==> config.mk <==
export PLATFORM = sky130hd
export DESIGN_NAME = parallel_port_mode_mux
export DESIGN_NICKNAME = d
export VERILOG_FILES = /design/src/verilog/parallel_port_mode_mux.v
export VERILOG_INCLUDE_DIRS = /design/src /design/src/verilog
export SDC_FILE = /design/constraint.sdc
export NUM_CORES = 1
export LEC_CHECK = 0
export BUFFER_PORTS_ARGS = -buffer_cell sky130_fd_sc_hd__buf_2
export CAP_MARGIN = 40
export CORE_MARGIN = 1.5
export CORE_UTILIZATION = 40
export CTS_CLUSTER_DIAMETER = 100
export DETAILED_ROUTE_END_ITERATION = 7
export PLACE_DENSITY_LB_ADDON = 0.1
export RECOVER_POWER = 50
export SETUP_SLACK_MARGIN = 0.02
export SYNTH_ARGS = -nofsm -noshare
export SYNTH_HDL_FRONTEND = slang
export SYNTH_SLANG_ARGS = --single-unit
==> constraint.sdc <==
create_clock -name clock_i -period 1.7 [get_ports clock_i]
set_input_delay 0.085 -clock clock_i [delete_from_list [all_inputs] [get_ports clock_i]]
set_output_delay 0.085 -clock clock_i [all_outputs]
set_load 0.02 [all_outputs]
==> src/verilog/parallel_port_mode_mux_regs.vh <==
// Purpose: Register map and field layout of the parallel port mode mux
// Assumes: 32-bit APB data, byte addresses, one aligned word per register
// Notes: Included by parallel_port_mode_mux.v
`ifndef PARALLEL_PORT_MODE_MUX_REGS_VH
`define PARALLEL_PORT_MODE_MUX_REGS_VH

// Byte offsets
`define OFS_BANK_SWITCH_CTRL 8'h00
`define OFS_GP_CTRL_A 8'h04
`define OFS_GP_CTRL_B 8'h08
`define OFS_PROC_MODE_STATUS 8'h0C
`define OFS_PORT_STATUS 8'h10

// Bank switch control fields
`define BSC_HOLDER_BIT 0
`define BSC_WAIT_LSB 4
`define BSC_WAIT_MSB 7
`define BSC_WAIT_W 4

// General-purpose pin three control fields
`define GPC_TIMER_SEL_BIT 0
`define GPC_DIR_OUT_BIT 1
`define GPC_OUT_VAL_BIT 2
`define GPC_PIN_IN_BIT 3

// Processor mode status fields
`define PMS_MP_BIT 0

// Port status fields
`define PST_EXT_MODE_BIT 0
`define PST_SUB_SEL_BIT 1
`define PST_ADDR_MUX_BIT 2
`define PST_BUSY_BIT 3

// Reset values and limits
`define RST_HOLDER_EN 1'b0
`define RST_WAIT_STATES 4'h0
`define RST_GP_CTRL 3'h0
`define READY_MIN_WAITS 4'h2

// Space codes of an access request
`define SPACE_PROGRAM 2'h0
`define SPACE_DATA 2'h1
`define SPACE_IO 2'h2

`endif

==> src/verilog/parallel_port_mode_mux.v <==
// Purpose: Shared parallel port pin mux, external access sequencer and control regs
// Assumes: All inputs synchronous to clock_i; strobes and selects active low
// Notes: Notes on behaviour follow
// Notes on behaviour
// - Port mode select high gives external memory mode, low gives host port mode.
// - Data pins are a two-way external bus in memory mode and carry host data in host mode.
// - In memory mode with holders enabled, undriven data pins keep the last level the device drove.
// - Holders are off after reset and software switches them through the bank switch register.
// - Off pin low floats address, data, space selects and memory strobe.
// - Program select marks program accesses in memory mode and is host strobe one in host mode.
// - Data select marks data accesses in memory mode and is host strobe two in host mode.
// - I/O select marks I/O accesses in memory mode and is subsystem B pin three in host mode.
// - Memory strobe pulses for program and data accesses only in memory mode.
// - In host mode pin three of each subsystem is timer out when its select bit is 1, else GPIO.
// - At reset the microprocessor mode bit is loaded from mode select, mux mode and sub select.
// - In memory mode subsystem A owns the port when sub select is low, B when it is high.
// - With two or more wait states, ready low stretches the access by one cycle per sample.
//
// Implementation choices: the APB register port and the register offsets.
`timescale 1ns/1ps
`include "parallel_port_mode_mux_regs.vh"

module parallel_port_mode_mux #(
  parameter ADDR_W = 18,
  parameter DATA_W = 16,
  parameter [7:0] MP_INIT_TABLE = 8'h00
) (
  input wire clock_i,
  input wire sys_rst_i,
  // APB slave
  input wire psel_i,
  input wire penable_i,
  input wire pwrite_i,
  input wire [7:0] paddr_i,
  input wire [31:0] pwdata_i,
  output reg [31:0] prdata_o,
  output wire pready_o,
  output reg pslverr_o,
  // Mode straps
  input wire port_mode_select_i,
  input wire host_addr_mux_mode_i,
  input wire subsystem_select_i,
  input wire emulation_or_off_pin_n_i,
  // Internal access request
  input wire ext_req_i,
  input wire ext_req_sub_b_i,
  input wire [1:0] ext_space_i,
  input wire ext_write_i,
  input wire [ADDR_W-1:0] ext_addr_i,
  input wire [DATA_W-1:0] ext_wdata_i,
  output wire ext_ack_o,
  output reg ext_done_o,
  output reg ext_refused_o,
  output reg [DATA_W-1:0] ext_rdata_o,
  input wire ready_i,
  // Host side towards internal memory
  input wire host_rd_drive_i,
  input wire [DATA_W-1:0] host_rd_data_i,
  output reg [ADDR_W-1:0] host_address_o,
  output reg [DATA_W-1:0] host_wdata_o,
  output reg host_data_strobe_first_o,
  output reg host_data_strobe_second_o,
  output reg microprocessor_mode_bit_o,
  // Timers
  input wire sub_a_timer_i,
  input wire sub_b_timer_i,
  // Address pins
  input wire [ADDR_W-1:0] port_address_pins_i,
  output reg [ADDR_W-1:0] port_address_pins_o,
  output wire port_address_pins_oe_o,
  // Data pins
  input wire [DATA_W-1:0] port_data_pins_i,
  output reg [DATA_W-1:0] port_data_pins_o,
  output wire port_data_pins_oe_o,
  // Space selects and strobe
  input wire program_space_select_n_i,
  output wire program_space_select_n_o,
  output wire program_space_select_n_oe_o,
  input wire data_space_select_n_i,
  output wire data_space_select_n_o,
  output wire data_space_select_n_oe_o,
  input wire io_space_select_n_i,
  output wire io_space_select_n_o,
  output wire io_space_select_n_oe_o,
  output wire memory_strobe_n_o,
  output wire memory_strobe_n_oe_o,
  output wire port_read_not_write_o,
  // Subsystem A pin three
  input wire sub_a_gp_pin_three_i,
  output wire sub_a_gp_pin_three_o,
  output wire sub_a_gp_pin_three_oe_o
);

  localparam ST_IDLE = 1'b0;
  localparam ST_ACCESS = 1'b1;

  reg state;
  reg [`BSC_WAIT_W-1:0] wait_cnt;
  reg [1:0] acc_space;
  reg acc_write;
  reg bus_holder_enable;
  reg [`BSC_WAIT_W-1:0] wait_states;
  reg [2:0] gp_ctrl_a;
  reg [2:0] gp_ctrl_b;
  reg drove_data;

  wire ext_mode;
  wire host_mode;
  wire pins_on;
  wire apb_setup;
  wire apb_write;
  wire dev_drive;
  wire in_access;
  wire finish;

  assign ext_mode = port_mode_select_i;
  assign host_mode = ~port_mode_select_i;
  assign pins_on = emulation_or_off_pin_n_i;
  assign apb_setup = psel_i & ~penable_i;
  assign apb_write = psel_i & penable_i & pwrite_i;
  assign pready_o = 1'b1;
  assign in_access = (state == ST_ACCESS);
  assign finish = in_access & (wait_cnt == {`BSC_WAIT_W{1'b0}}) &
                  ((wait_states < `READY_MIN_WAITS) | ready_i);
  // Accept only from the owning subsystem while in memory mode
  assign ext_ack_o = (state == ST_IDLE) & ext_req_i & ext_mode &
                     (ext_req_sub_b_i == subsystem_select_i);

  // Pin three control word with the live pin level merged in
  function [31:0] gp_read;
    input [2:0] ctrl;
    input pin;
    begin
      gp_read = 32'h0000_0000;
      gp_read[`GPC_TIMER_SEL_BIT] = ctrl[`GPC_TIMER_SEL_BIT];
      gp_read[`GPC_DIR_OUT_BIT] = ctrl[`GPC_DIR_OUT_BIT];
      gp_read[`GPC_OUT_VAL_BIT] = ctrl[`GPC_OUT_VAL_BIT];
      gp_read[`GPC_PIN_IN_BIT] = pin;
    end
  endfunction

  // Pin three output value: timer or latched GPIO value
  function gp_out;
    input [2:0] ctrl;
    input timer;
    begin
      gp_out = ctrl[`GPC_TIMER_SEL_BIT] ? timer : ctrl[`GPC_OUT_VAL_BIT];
    end
  endfunction

  // Register writes and reset-time strap capture
  always @(posedge clock_i) begin
    if (sys_rst_i) begin
      bus_holder_enable <= `RST_HOLDER_EN;
      wait_states <= `RST_WAIT_STATES;
      gp_ctrl_a <= `RST_GP_CTRL;
      gp_ctrl_b <= `RST_GP_CTRL;
      microprocessor_mode_bit_o <= MP_INIT_TABLE[{port_mode_select_i,
        host_addr_mux_mode_i, subsystem_select_i}];
    end else if (apb_write) begin
      if (paddr_i == `OFS_BANK_SWITCH_CTRL) begin
        bus_holder_enable <= pwdata_i[`BSC_HOLDER_BIT];
        wait_states <= pwdata_i[`BSC_WAIT_MSB:`BSC_WAIT_LSB];
      end else if (paddr_i == `OFS_GP_CTRL_A) begin
        gp_ctrl_a <= pwdata_i[`GPC_OUT_VAL_BIT:`GPC_TIMER_SEL_BIT];
      end else if (paddr_i == `OFS_GP_CTRL_B) begin
        gp_ctrl_b <= pwdata_i[`GPC_OUT_VAL_BIT:`GPC_TIMER_SEL_BIT];
      end else if (paddr_i == `OFS_PROC_MODE_STATUS) begin
        microprocessor_mode_bit_o <= pwdata_i[`PMS_MP_BIT];
      end
    end
  end

  // Read data and error captured in the setup phase
  always @(posedge clock_i) begin
    if (sys_rst_i) begin
      prdata_o <= 32'h0000_0000;
      pslverr_o <= 1'b0;
    end else if (apb_setup) begin
      prdata_o <= 32'h0000_0000;
      pslverr_o <= 1'b0;
      if (paddr_i == `OFS_BANK_SWITCH_CTRL) begin
        prdata_o[`BSC_HOLDER_BIT] <= bus_holder_enable;
        prdata_o[`BSC_WAIT_MSB:`BSC_WAIT_LSB] <= wait_states;
      end else if (paddr_i == `OFS_GP_CTRL_A) begin
        prdata_o <= gp_read(gp_ctrl_a, sub_a_gp_pin_three_i);
      end else if (paddr_i == `OFS_GP_CTRL_B) begin
        prdata_o <= gp_read(gp_ctrl_b, io_space_select_n_i);
      end else if (paddr_i == `OFS_PROC_MODE_STATUS) begin
        prdata_o[`PMS_MP_BIT] <= microprocessor_mode_bit_o;
      end else if (paddr_i == `OFS_PORT_STATUS) begin
        prdata_o[`PST_EXT_MODE_BIT] <= ext_mode;
        prdata_o[`PST_SUB_SEL_BIT] <= subsystem_select_i;
        prdata_o[`PST_ADDR_MUX_BIT] <= host_addr_mux_mode_i;
        prdata_o[`PST_BUSY_BIT] <= in_access;
      end else begin
        pslverr_o <= 1'b1;
      end
    end
  end

  // External access sequencer
  always @(posedge clock_i) begin
    if (sys_rst_i) begin
      state <= ST_IDLE;
      wait_cnt <= {`BSC_WAIT_W{1'b0}};
      acc_space <= `SPACE_PROGRAM;
      acc_write <= 1'b0;
      ext_done_o <= 1'b0;
      ext_refused_o <= 1'b0;
      ext_rdata_o <= {DATA_W{1'b0}};
      port_address_pins_o <= {ADDR_W{1'b0}};
    end else begin
      ext_done_o <= 1'b0;
      ext_refused_o <= (state == ST_IDLE) & ext_req_i & ~ext_ack_o;
      case (state)
        ST_IDLE: begin
          if (ext_ack_o) begin
            state <= ST_ACCESS;
            wait_cnt <= wait_states;
            acc_space <= ext_space_i;
            acc_write <= ext_write_i;
            port_address_pins_o <= ext_addr_i;
          end
        end
        ST_ACCESS: begin
          if (wait_cnt != {`BSC_WAIT_W{1'b0}}) begin
            wait_cnt <= wait_cnt - 1'b1;
          end else if (finish) begin
            state <= ST_IDLE;
            ext_done_o <= 1'b1;
            ext_rdata_o <= port_data_pins_i;
          end
        end
        default: begin
          state <= ST_IDLE;
        end
      endcase
    end
  end

  // Data pin value and holder memory of the last driven level
  always @(posedge clock_i) begin
    if (sys_rst_i) begin
      port_data_pins_o <= {DATA_W{1'b0}};
      drove_data <= 1'b0;
    end else if (ext_ack_o & ext_write_i) begin
      port_data_pins_o <= ext_wdata_i;
      drove_data <= 1'b1;
    end else if (host_mode & host_rd_drive_i) begin
      port_data_pins_o <= host_rd_data_i;
      drove_data <= 1'b1;
    end
  end

  // Host side capture of address, data and strobes
  always @(posedge clock_i) begin
    if (sys_rst_i) begin
      host_address_o <= {ADDR_W{1'b0}};
      host_wdata_o <= {DATA_W{1'b0}};
      host_data_strobe_first_o <= 1'b1;
      host_data_strobe_second_o <= 1'b1;
    end else if (host_mode) begin
      host_address_o <= port_address_pins_i;
      host_wdata_o <= port_data_pins_i;
      host_data_strobe_first_o <= program_space_select_n_i;
      host_data_strobe_second_o <= data_space_select_n_i;
    end else begin
      host_data_strobe_first_o <= 1'b1;
      host_data_strobe_second_o <= 1'b1;
    end
  end

  // Device drives data for its own writes or for host read returns
  assign dev_drive = (in_access & acc_write & ext_mode) | (host_mode & host_rd_drive_i);
  // Holder keeps the last driven level, yields to memory reads and the host
  assign port_data_pins_oe_o = pins_on & (dev_drive | (bus_holder_enable & drove_data &
    ext_mode & ~(in_access & ~acc_write)));
  assign port_address_pins_oe_o = pins_on & ext_mode;
  assign port_read_not_write_o = ~(in_access & acc_write);

  // Space selects, active low, only during an access of their space
  assign program_space_select_n_o = ~(in_access & (acc_space == `SPACE_PROGRAM));
  assign data_space_select_n_o = ~(in_access & (acc_space == `SPACE_DATA));
  assign program_space_select_n_oe_o = pins_on & ext_mode;
  assign data_space_select_n_oe_o = pins_on & ext_mode;
  assign memory_strobe_n_o = ~(in_access & (acc_space != `SPACE_IO));
  assign memory_strobe_n_oe_o = pins_on & ext_mode;

  // I/O select in memory mode, subsystem B pin three in host mode
  assign io_space_select_n_o = ext_mode ?
    ~(in_access & (acc_space == `SPACE_IO)) : gp_out(gp_ctrl_b, sub_b_timer_i);
  assign io_space_select_n_oe_o = pins_on & (ext_mode |
    gp_ctrl_b[`GPC_TIMER_SEL_BIT] | gp_ctrl_b[`GPC_DIR_OUT_BIT]);

  // Subsystem A pin three is only a GPIO or timer pin in host mode
  assign sub_a_gp_pin_three_o = gp_out(gp_ctrl_a, sub_a_timer_i);
  assign sub_a_gp_pin_three_oe_o = host_mode &
    (gp_ctrl_a[`GPC_TIMER_SEL_BIT] | gp_ctrl_a[`GPC_DIR_OUT_BIT]);

endmodule // parallel_port_mode_mux

; Word-level counts from Yosys, hierarchy flattened
; Memory sizes are Yosys's and may differ from the RTL's.
; Cells that the tools add are included.
; W data, S select, Z words.
[op_classes]
add_sub_neg = 1
mul = 0
div_mod_pow = 0
n_lt_le_gt_ge = 2
eq_ne = 13
shift = 0
muxes = 36
bitwise_logic = 45
reduce_logical = 16
[ops]
columns = operator, n
row1 = $mux W16, 2
row2 = $and A1 B1 Y1, 25
row3 = $mux W24, 1
row4 = $mux W4, 6
row5 = $mux W1, 23
row6 = $eq A8 B4 Y1 const B, 2
row7 = $not A1 Y1, 14
row8 = $ne A2 B2 Y1 const B, 5
row9 = $eq A8 B3 Y1 const B, 1
row10 = $eq A8 B5 Y1 const B, 1
row11 = $logic_not A8 Y1, 1
row12 = $pmux W4 S2, 1
row13 = $mux W3, 2
row14 = $or A1 B1 Y1, 6
row15 = $reduce_and A2 Y1, 3
row16 = $reduce_and A3 Y1, 2
row17 = $reduce_bool A2 Y1, 3
row18 = $reduce_and A5 Y1, 1
row19 = $logic_not A4 Y1, 1
row20 = $lt A3 B4 Y1 const B, 1
row21 = $lt A4 B2 Y1 const B, 1
row22 = $reduce_and A4 Y1, 1
row23 = $reduce_bool A4 Y1, 1
row24 = $sub A4 B1 Y4 const B, 1
row25 = other kinds (8), 8
[totals]
regBits = 142
latchBits = 0
mem_bits_rw = 0
rom_bits = 8
inputBits = 146
output_inout_bits = 137
mem_count = 1
[memory_table]
columns = name, words, width, read_ports, rd_clocked_by_memory_dff, write_ports, line
row1 = (name not given), 8, 1, 1, 0, 0, parallel_port_mode_mux.v:158  ; microprocessor_mode_bit_o <= MP_INIT_TABLE[{port_mode_select_i,

; Depth between registers and ports, before layout
; Gate-level depths: netlist of the first run.
[logic_depth]
ltp_word = 7
depth_mapped = 8

; Worst setup path before layout of the first run
; OpenSTA, ideal clock, no wires.
[synth_path]
path_kind = register to register
start = register wait_cnt[0]
end = register ext_rdata_o[0]
arrival_ps = 1468
required_time_ps = 1572
path_slack_ps = 104
path_stages_with_launch = 9
n_path_buf = 2
cell_sequence = dfxtp_1 > inv_1 > ha_1 > and4bb_2 > o21ai_0 > buf_4 > buf_4 > mux2i_1 > nor2_1
[synth_via]
elab_chain_len = 4
[synth_lines]
columns = element, line
row1 = start: declaration, parallel_port_mode_mux.v:98  ; reg [`BSC_WAIT_W-1:0] wait_cnt;
row2 = start signal: assignment, parallel_port_mode_mux.v:206  ; wait_cnt <= {`BSC_WAIT_W{1'b0}};
row3 = start signal: assignment, parallel_port_mode_mux.v:220  ; wait_cnt <= wait_states;
row4 = start signal: assignment, parallel_port_mode_mux.v:228  ; wait_cnt <= wait_cnt - 1'b1;
row5 = $logic_not A4 Y1, parallel_port_mode_mux.v:123  ; assign finish = in_access & (wait_cnt == {`BSC_WAIT_W{1'b0}}) &
row6 = $and A1 B1 Y1 (2 in series), parallel_port_mode_mux.v:123
row7 = $reduce_and A3 Y1 (no line) (*), --
row8 = end signal: assignment, parallel_port_mode_mux.v:211  ; ext_rdata_o <= {DATA_W{1'b0}};
row9 = end signal: assignment, parallel_port_mode_mux.v:232  ; ext_rdata_o <= port_data_pins_i;
row10 = end: declaration, parallel_port_mode_mux.v:54  ; output reg [DATA_W-1:0] ext_rdata_o,
; Every way passes the cells marked *; elsewhere a longest branch is shown, timed or not.
; A chain may end at the register's enable or synchronous reset.

; Worst setup path after layout of the first run
[layout_path]
start = register state (netlist: in_access)
end = output port io_space_select_n_o
[layout_via]
elab_chain_len = 3
[layout_lines]
columns = element, line
row1 = start: declaration, parallel_port_mode_mux.v:97  ; reg state;
row2 = start signal: assignment, parallel_port_mode_mux.v:205  ; state <= ST_IDLE;
row3 = start signal: assignment, parallel_port_mode_mux.v:219  ; state <= ST_ACCESS;
row4 = start signal: assignment, parallel_port_mode_mux.v:230  ; state <= ST_IDLE;
row5 = $and A1 B1 Y1, parallel_port_mode_mux.v:292  ; ~(in_access & (acc_space == `SPACE_IO)) : gp_out(gp_ctrl_b, sub_b_timer_i);
row6 = $not A1 Y1, parallel_port_mode_mux.v:292
row7 = $mux W1, parallel_port_mode_mux.v:291  ; assign io_space_select_n_o = ext_mode ?
row8 = end: declaration, parallel_port_mode_mux.v:83  ; output wire io_space_select_n_o,
; Every way passes these cells.

==> results of run 1 <==
what timing repair did:
item	in CTS	in global routing
setup endpoints to repair	6	7
setup buffers	1	6
gates resized for setup	4	5
cloned	0	1
endpoints found under the hold margin	101	0
pin swaps	0	0
hold buffers	97	0
through the flow:
stage               power, mW  instances
finish                  8.057       1042
global route            8.342       1042
CTS                     8.122       1035
detailed placement      3.928        905
global placement        3.911        905
floorplan               3.601        576
layer usage:
layer | up-vias | wire length [um] | GRT usage (%) | part of all wire [%]
met5 | - | 12 | 0 | 0.082
met4 | 2 | 248 | 8.833 | 1.7
met3 | 27 | 1006 | 6.748 | 6.8
met2 | 186 | 7321 | 37.99 | 50
met1 | 2323 | 6104 | 25.42 | 42
li1 | 2483 | - | - | -
cells in the mapped netlist (all sizes together), types with 5 or more instances:
cell,number,area share [%]
nand2,93,7.1
clkbuf,17,1.3
mux2i,56,11
a311oi,15,2.7
nor2b,5,0.64
inv,6,0.46
nor2,80,6.1
dfxtp,117,48
a21oi,41,4.2
buf,46,6.4
nand3,14,1.6
cells by family after synthesis:
logic type      after synthesis  share of synthesized area, %
mux                          58                         11.85
buf+inv                      69                         8.191
xor+xnor                      1                        0.1781
fa+ha+maj                     2                        0.5087
other cells                   2                        0.1527
simple gates                221                         19.79
compound gates               82                         11.09
flops                       118                         48.23
final cells by class:
type,instances,area share (%)
well taps,147,2.385
repair buffers,349,29.04
repair inverters,1,0.06490
inverters,6,0.4056
clock buffers,19,5.614
multi-input cells,389,28.77
flip-flops and latches,118,30.76
clock inverters,13,2.953
sequential cells by signal, summed over array words and instances (netlist names), 2 cells and up:
register	count
host_address_o	18
port_data_pins_o	16
wait_cnt	4
wait_states	4
gp_ctrl_a	3
ext_rdata_o	16
gp_ctrl_b	3
host_wdata_o	16
acc_space	2
port_address_pins_o	18
prdata_o	8
power by group through the flow:
stage | logic, mW | registers (mW) | clock network [mW]
after global placement | 0.902 | 3.01 | 0
final | 1.09 | 2.96 | 4.01
after detailed placement | 0.915 | 3.01 | 0
after CTS | 1.10 | 2.96 | 4.07
after global routing | 1.18 | 2.97 | 4.19
after floorplan | 0.447 | 3.15 | 0
worst reg2reg max path: stages, from the launching register on:
cell and delay (ns):
dfxtp_1 0.35, inv_2 0.06, ha_1 0.20, and4bb_2 0.24
o21ai_2 0.10, buf_12 0.21, mux2i_1 0.20, nor2_1 0.05
worst max path at each step:
stage | endpoint | cells after the start
final | io_space_select_n_o | 5
after global routing | ext_rdata_o[0] | 7
after floorplan | ext_rdata_o[0] | 8
after detailed placement | wait_cnt[2] | 6
after global placement | wait_cnt[2] | 6
after CTS | program_space_select_n_o | 4
==> flow_metrics.py, run 1 <==
metrics = {
    "finish": {
        "seq_area_sq_um": 2372,
        "multi_input_area_sq_um": 2218,
        "mostFrequentLayoutCells": "167 x buf_2, 117 x dfxtp_1, 97 x dlygate4sd3_1",
        "area_growth_pct": 56.78,
        "final_nets": 1030,
        "num-fill-cells": 1028,
        "final_common_cell": "buf_2",
        "design_area_sq_um": 7711,
        "utilization_pct": 64.20,
        "drive_gt1_share_pct": 25.70,
        "antenna_cells": 0,
    },
    "timing": {
        "max_freq_ghz": 0.6285,
        "setup_tns_ns": 0,
        "slew_viol_final": 0,
        "relSlewSlack_pct": 34.88,
        "fin_crit_ns": 1.591,
        "fin_crit_sh_pct": 93.59,
        "whs_ns": 0.04169,
        "final_hold_viol_count": 0,
        "finalSetupViolCount": 0,
        "rsz0062_at_grt": "no",
        "worst_slack_ns": 0.1090,
        "tightest_slew_ns": 0.9767,
        "skew_ns": 0.005929,
    },
    "placement": {
        "io_buffers": 232,
        "pre_cts_ws_ns": 0.003519,
        "gp_congestion": 0.8049,
        "dp_hpwl_mm": 9.300,
        "placed_area_sq_um": 6123,
    },
    "worst_setup_path": {
        "r2r-start": "wait_cnt[0]",
        "slowest_delay_ns": 0.33,
        "endpoint_kind": "output port",
        "cp.required_ns": 1.62,
        "rr_endpoint": "ext_rdata_o[1]",
        "worstPathArrival_ns": 1.51,
        "path_max_fanout": 7,
        "rr_worst_depth": 7,
        "cpMaxStageDelayCell": "dfxtp_1",
        "critical-path-top-delay-family": "buffers and inverters",
        "critPathLaunch": "in_access",
        "r2r_slack_ns": 0.15,
        "startpoint_type": "register",
        "crit_chain": "buf_6 -> buf_4 -> nand2_1 -> o32a_1 -> buf_2",
        "critPathKind": "reg2out",
        "cp_num_buf_inv": 3,
    },
    "power": {
        "seqPwrFrac_pct": 36.7,
        "power.leakage_nw": 3.531,
        "p_int_mw": 6.125,
        "switching_share_pct": 23.98,
        "clkPwrFrac_pct": 49.7,
        "switching_power_mw": 1.932,
        "comb_power_share_pct": 13.5,
        "ir_drop_mv": 0.6090,
        "power.density_nw_per_um2": 1045,
    },
    "yosys": {
        "yosys_most_used_dff": "dfxtp_1",
        "netlist_area_sq_um": 4918,
        "ys_seq_elements": 118,
        "seq_area_frac_synth_pct": 48.23,
        "postSynthAreaPerCell_sq_um": 8.894,
        "postSynthCellCount": 553,
        "ys_warn_count": 0,
        "yosys.cell_types.count": 53,
        "async_flop_share_pct": 0,
        "synth_edf_count": 1,
    },
    "routing": {
        "routed_wl_mm": 14.69,
        "drtAntennaViolNets": 0,
        "first_iter_violations": 253,
        "via_per_inst": 4.819,
        "drc": 0,
        "vias": 5021,
        "drt_first_pass_iters": 5,
        "wire_per_inst_um": 14.10,
    },
    "min_path": {
        "hp-start": "penable_i",
        "hold_depth": 4,
        "worstHoldEndpoint": "prdata_o[4]",
        "hold_path.class": "in2reg",
    },
    "clock_tree": {
        "cts_root_buffer": "clkbuf_16",
        "htree_levels": 4,
        "clock_path_buffers": 2,
        "clk_latency_ns": 0.41,
        "cts_tree": "done",
        "cts_sinks": 118,
        "clkSlewWorstSetupHoldPaths_ns": 0.05,
        "numCtsBuffers": 17,
    },
    "floorplan": {
        "top_level_ports": 283,
        "core.rowCount": 40,
        "die_h_um": 113.9,
        "fp.coreArea_sq_um": 12010,
        "initial_core_util_pct": 40.95,
        "dieWidth_um": 113.9,
        "dieArea_sq_um": 12970,
    },
    "grt": {
        "overflow": 0,
        "antenna_found_initial": 1,
        "grt_pass1_wl_mm": 22.78,
        "first_global_vias": 4891,
        "grt_max_degree": 52,
        "grt_use_total_pct": 22.00,
    },
    "run_status": {
        "status": "finished clean",
    },
    "run": {
        "maxCapViolCount": 0,
    },
}
(Power assumes the default switching activity.)
==> inputs of run 2 (changes only) <==
==> constraint.sdc (replaced) <==
create_clock -name clock_i -period 1.7 [get_ports clock_i]
set_input_delay 0.085 -clock clock_i [delete_from_list [all_inputs] [get_ports clock_i]]
set_output_delay 0.085 -clock clock_i [all_outputs]
set_load 0.005 [all_outputs]
==> flow_metrics.py, run 2 (synthesis results as in run 1) <==
metrics = {
    "run_status": {
        "status": "finished clean",
    },
    "routing": {
        "drc": 0,
        "routed_wl_mm": 14.70,
        "via_per_inst": 4.802,
        "vias": 4984,
        "first_iter_violations": 264,
        "drt_first_pass_iters": 5,
        "wire_per_inst_um": 14.16,
        "drtAntennaViolNets": 0,
    },
    "timing": {
        "finalSetupViolCount": 0,
        "setup_tns_ns": 0,
        "max_freq_ghz": 0.6294,
        "skew_ns": 0.01394,
        "rsz0062_at_grt": "no",
        "tightest_slew_ns": 0.5188,
        "final_hold_viol_count": 0,
        "slew_viol_final": 0,
        "fin_crit_sh_pct": 93.46,
        "fin_crit_ns": 1.589,
        "relSlewSlack_pct": 65.41,
    },
    "finish": {
        "mostFrequentLayoutCells": "194 x buf_2, 117 x dfxtp_1, 96 x dlygate4sd3_1",
        "drive_gt1_share_pct": 28.51,
        "final_cells": 1038,
        "area_growth_pct": 56.58,
        "reg_top3": "host_address_o: 18 flops, port_address_pins_o: 18 flops",
        "final_nets": 1028,
        "utilization_pct": 64.11,
        "final_common_cell": "buf_2",
        "antenna_cells": 0,
    },
    "min_path": {
        "hold_path.class": "in2reg",
        "hp-start": "ext_wdata_i[13]",
        "hold_depth": 3,
        "worstHoldEndpoint": "port_data_pins_o[13]",
    },
    "clock_tree": {
        "htree_levels": 4,
        "clk_latency_ns": 0.41,
        "cts_sinks": 118,
        "clock_path_buffers": 2,
        "clkSlewWorstSetupHoldPaths_ns": 0.05,
        "cts_root_buffer": "clkbuf_16",
        "cts_tree": "done",
        "numCtsBuffers": 17,
    },
    "placement": {
        "io_buffers": 232,
        "dp_hpwl_mm": 9.228,
        "gp_congestion": 0.8050,
        "dp_cells": 905,
    },
    "floorplan": {
        "fp.coreArea_sq_um": 12010,
        "die_h_um": 113.9,
        "dieArea_sq_um": 12970,
        "dieWidth_um": 113.9,
        "initial_core_util_pct": 40.95,
        "top_level_ports": 283,
        "core.rowCount": 40,
    },
    "worst_setup_path": {
        "worstPathArrival_ns": 1.85,
        "critPathKind": "reg2reg",
        "path_max_fanout": 7,
        "startpoint_type": "register",
        "endpoint_kind": "register",
        "r2r_slack_ns": 0.11,
        "r2r-start": "wait_cnt[0]",
        "cp.required_ns": 1.96,
        "rr_endpoint": "wait_cnt[2]",
        "rr_worst_depth": 7,
    },
    "power": {
        "power_mw": 7.438,
        "power.density_nw_per_um2": 965.8,
        "switching_share_pct": 22.76,
        "p_int_mw": 5.744,
        "clkPwrFrac_pct": 47.7,
        "comb_power_share_pct": 12.5,
        "ir_drop_mv": 0.6956,
        "seqPwrFrac_pct": 39.8,
        "power.leakage_nw": 3.621,
        "switching_power_mw": 1.693,
    },
    "grt": {
        "grt_max_degree": 52,
        "first_global_vias": 4727,
        "overflow": 0,
        "grt_use_total_pct": 21.90,
        "antenna_found_initial": 0,
        "grt_pass1_wl_mm": 22.31,
    },
    "run": {
        "maxCapViolCount": 0,
    },
}
==> run 2: cell types whose count changed in the layout (fill, tap and decap cells not counted), sizes merged <==
cell	before	now
clkbuf	87	60
buf	184	212
clkinv	5	6
dlygate4sd3	97	96
inv	5	4
bufinv	6	3
clkinvlp	4	3
==> run 2: through the flow <==
| step | hold slack, ns | instance area [sq um] | worst slack [ns] |
|---|---|---|---|
| 5_1_grt | 0.04511 | 7701 | 0.01363 |
| 4_1_cts | 0.0001247 | 7684 | 0.01454 |
| 3_3_place_gp | 0.2619 | 6123 | 0.06461 |
| 2_1_floorplan | 0.1838 | 5005 | 0.1042 |
| 6_report | 0.02132 | 7701 | 0.1112 |
| 3_5_place_dp | 0.2689 | 6123 | 0.004436 |
==> run 2: how the worst max path moves through the flow <==
stage               slack (ns)         from  depth (start not counted)                   to
detailed placement       0.004  wait_cnt[0]                          6          wait_cnt[2]
global route              0.01    in_access                          4            ext_ack_o
global placement          0.06  wait_cnt[0]                          6          wait_cnt[2]
floorplan                 0.10  wait_cnt[0]                          8       ext_rdata_o[0]
CTS                       0.01    in_access                          5  port_data_pins_oe_o
finish                    0.11  wait_cnt[0]                          7          wait_cnt[2]
==> run 2: area by class of cell <==
class	count	area (sq um)
fill	1014	4310
timing repair buffer	348	2296
multi-input combinational	389	2231
tap	147	183.9
inverter	6	31.28
clock inverter	10	130.1
sequential	118	2372
clock buffer	20	456.7
==> run 2: worst max-delay path, stage by stage (launching register included) <==
cell and delay, ns:
dfxtp_1 0.31, inv_1 0.10, ha_1 0.18, or3b_4 0.39, a22oi_2 0.16, buf_6 0.14, or2_4 0.11, a21oi_1 0.04
==> run 2: power by group through the flow <==
stage	Combinational (mW)	Clock [mW]	Sequential (mW)
after global placement	0.718	0	3.01
after global routing	1.02	3.74	2.97
after detailed placement	0.730	0	3.01
after CTS	0.908	3.63	2.96
after floorplan	0.394	0	3.02
final	0.929	3.55	2.96
==> run 2: repair_timing <==
action,CTS,global route
pin swaps,1,0
hold endpoints to repair,101,0
gates resized for setup,3,7
cloned,0,1
setup endpoints to repair,4,8
setup buffers,1,5
hold buffers,96,0
==> run 2: metal layers <==
metal  wire, um  part of all wire (%)  track usage, %  vias up
met1       6250                    43           24.51     2303
met3        884                   6.0           7.598       16
met2       7374                    50           38.07      179
met4        189                   1.3           8.833        0
li1           -                     -               -     2486
met5          0                     0               0        -
==> inputs of run 3 (changes only) <==
--- a/config.mk
+++ b/config.mk
@@ -12,6 +12,7 @@
 export CORE_UTILIZATION = 40
 export CTS_CLUSTER_DIAMETER = 100
 export DETAILED_ROUTE_END_ITERATION = 7
+export HOLD_SLACK_MARGIN = 0.08
 export PLACE_DENSITY_LB_ADDON = 0.1
 export RECOVER_POWER = 50
 export SETUP_SLACK_MARGIN = 0.02
==> flow_metrics.py, run 3 (synthesis results as in run 1) <==
metrics = {
    "clock_tree": {
        "clkSlewWorstSetupHoldPaths_ns": 0.05,
        "clk_latency_ns": 0.41,
        "cts_tree": "done",
        "numCtsBuffers": 17,
        "htree_levels": 4,
        "cts_sinks": 118,
        "cts_root_buffer": "clkbuf_16",
        "clock_path_buffers": 2,
    },
    "finish": {
        "final_nets": 1033,
        "final_common_cell": "buf_2",
        "reg_top3": "host_address_o: 18 flops, port_address_pins_o: 18 flops",
        "drive_gt1_share_pct": 27.79,
        "antenna_cells": 0,
        "design_area_sq_um": 7764,
        "mostFrequentLayoutCells": "186 x buf_2, 117 x dfxtp_1, 101 x dlygate4sd3_1",
        "num-fill-cells": 1005,
        "area_growth_pct": 57.85,
    },
    "worst_setup_path": {
        "cp_num_buf_inv": 4,
        "cpMostUsedCell": "buf_2",
        "critPathLaunch": "ext_req_i",
        "crit_chain": "dlygate4sd3_1 -> buf_2 -> and3b_1 -> nand2_1 -> clkinv_4 -> buf_2",
        "worstPathArrival_ns": 1.50,
        "path_max_fanout": 25,
        "r2r_slack_ns": 0.11,
        "cp.required_ns": 1.62,
        "endpoint_kind": "output port",
        "cpMaxStageDelayCell": "dlygate4sd3_1",
        "rr_endpoint": "wait_cnt[2]",
        "critPathKind": "in2out",
        "r2r-start": "wait_cnt[0]",
        "critical-path-top-delay-family": "buffers and inverters",
        "slowest_delay_ns": 0.54,
        "startpoint_type": "primary input",
        "rr_worst_depth": 7,
    },
    "timing": {
        "whs_ns": 0.1049,
        "final_hold_viol_count": 0,
        "setup_tns_ns": 0,
        "fin_crit_sh_pct": 93.50,
        "skew_ns": 0.01416,
        "max_freq_ghz": 0.6292,
        "rsz0062_at_grt": "no",
        "relSlewSlack_pct": 65.64,
        "tightest_slew_ns": 0.5155,
        "finalSetupViolCount": 0,
        "slew_viol_final": 0,
        "fin_crit_ns": 1.589,
    },
    "floorplan": {
        "core.rowCount": 40,
        "initial_core_util_pct": 40.95,
        "die_h_um": 113.9,
        "dieWidth_um": 113.9,
        "dieArea_sq_um": 12970,
        "top_level_ports": 283,
        "fp.coreArea_sq_um": 12010,
    },
    "routing": {
        "wire_per_inst_um": 14.16,
        "drc": 0,
        "via_per_inst": 4.809,
        "drtAntennaViolNets": 0,
        "vias": 5016,
        "drt_first_pass_iters": 5,
        "first_iter_violations": 237,
        "routed_wl_mm": 14.77,
    },
    "power": {
        "power.density_nw_per_um2": 959.0,
        "power.leakage_nw": 3.617,
        "power_mw": 7.445,
        "ir_drop_mv": 0.6946,
    },
    "grt": {
        "use_met2_pct": 38.71,
        "grt_pass1_wl_mm": 22.47,
        "use_met1_pct": 24.28,
        "antenna_found_initial": 0,
        "met3_usage_pct": 7.758,
        "grt_use_total_pct": 22.04,
        "grt_max_degree": 52,
        "overflow": 0,
        "busiest_layer": "met2",
        "first_global_vias": 4765,
    },
    "placement": {
        "dp_hpwl_mm": 9.228,
        "placed_area_sq_um": 6123,
        "io_buffers": 232,
        "gp_congestion": 0.8050,
    },
    "min_path": {
        "hold_depth": 3,
        "hp-start": "subsystem_select_i",
        "worstHoldEndpoint": "prdata_o[1]",
        "hold_path.class": "in2reg",
    },
    "run_status": {
        "status": "finished clean",
    },
    "run": {
        "maxCapViolCount": 0,
    },
}
## run 3: changes by cell type in the layout (fill, tap and decap cells not counted), sizes merged
cell and change:
dlygate4sd3 +5, buf -6, clkbuf +6
## run 3: final cells by class
class / count / area, sq um / area share, %
flip-flops and latches: 118 / 2372 / 30.56
repair buffers: 353 / 2344 / 30.19
multi-input cells: 389 / 2246 / 28.93
clock buffers: 20 / 456.7 / 5.882
well taps: 147 / 183.9 / 2.369
clock inverters: 10 / 130.1 / 1.676
inverters: 6 / 31.28 / 0.4029
## run 3: worst min-delay path, cell delays in order
cell       delay [ns]
buf_2            0.12
o2bb2ai_1        0.12
a32o_1           0.15
## run 3: worst max-delay path by stage
stage	cells after the start	slack [ns]	endpoint
global route	4	0.01	ext_ack_o
finish	6	0.11	ext_ack_o
CTS	5	0.01	port_data_pins_oe_o
detailed placement	6	0.004	wait_cnt[2]
floorplan	8	0.10	ext_rdata_o[0]
global placement	6	0.06	wait_cnt[2]
## run 3: where the power goes
group / internal (mW) / switching (mW)
combinational: 0.505 / 0.435
sequential: 2.90 / 0.0643
clock: 2.35 / 1.19
## run 3: repair_timing
item	in CTS	in global routing
setup endpoints to repair	4	8
pin swaps	1	0
resized for setup	3	7
hold buffers	101	0
hold endpoints to repair	109	0
gates cloned	0	1
setup buffers	1	5
## run 3: layer usage
metal	up-vias	wire length, um	part of all wire (%)
met2	194	7389	50
met4	0	246	1.7
li1	2497	-	-
met1	2305	6205	42
met5	-	0	0
met3	20	928	6.3
## run 3: through the flow
step	cells	util, %	worst slack, ns
6_report	1043	64.64	0.1106
5_1_grt	1043	64.64	0.01363
4_1_cts	1037	64.39	0.01454
3_5_place_dp	905	50.98	0.004436
3_3_place_gp	905	50.98	0.06461
2_1_floorplan	576	-	0.1042
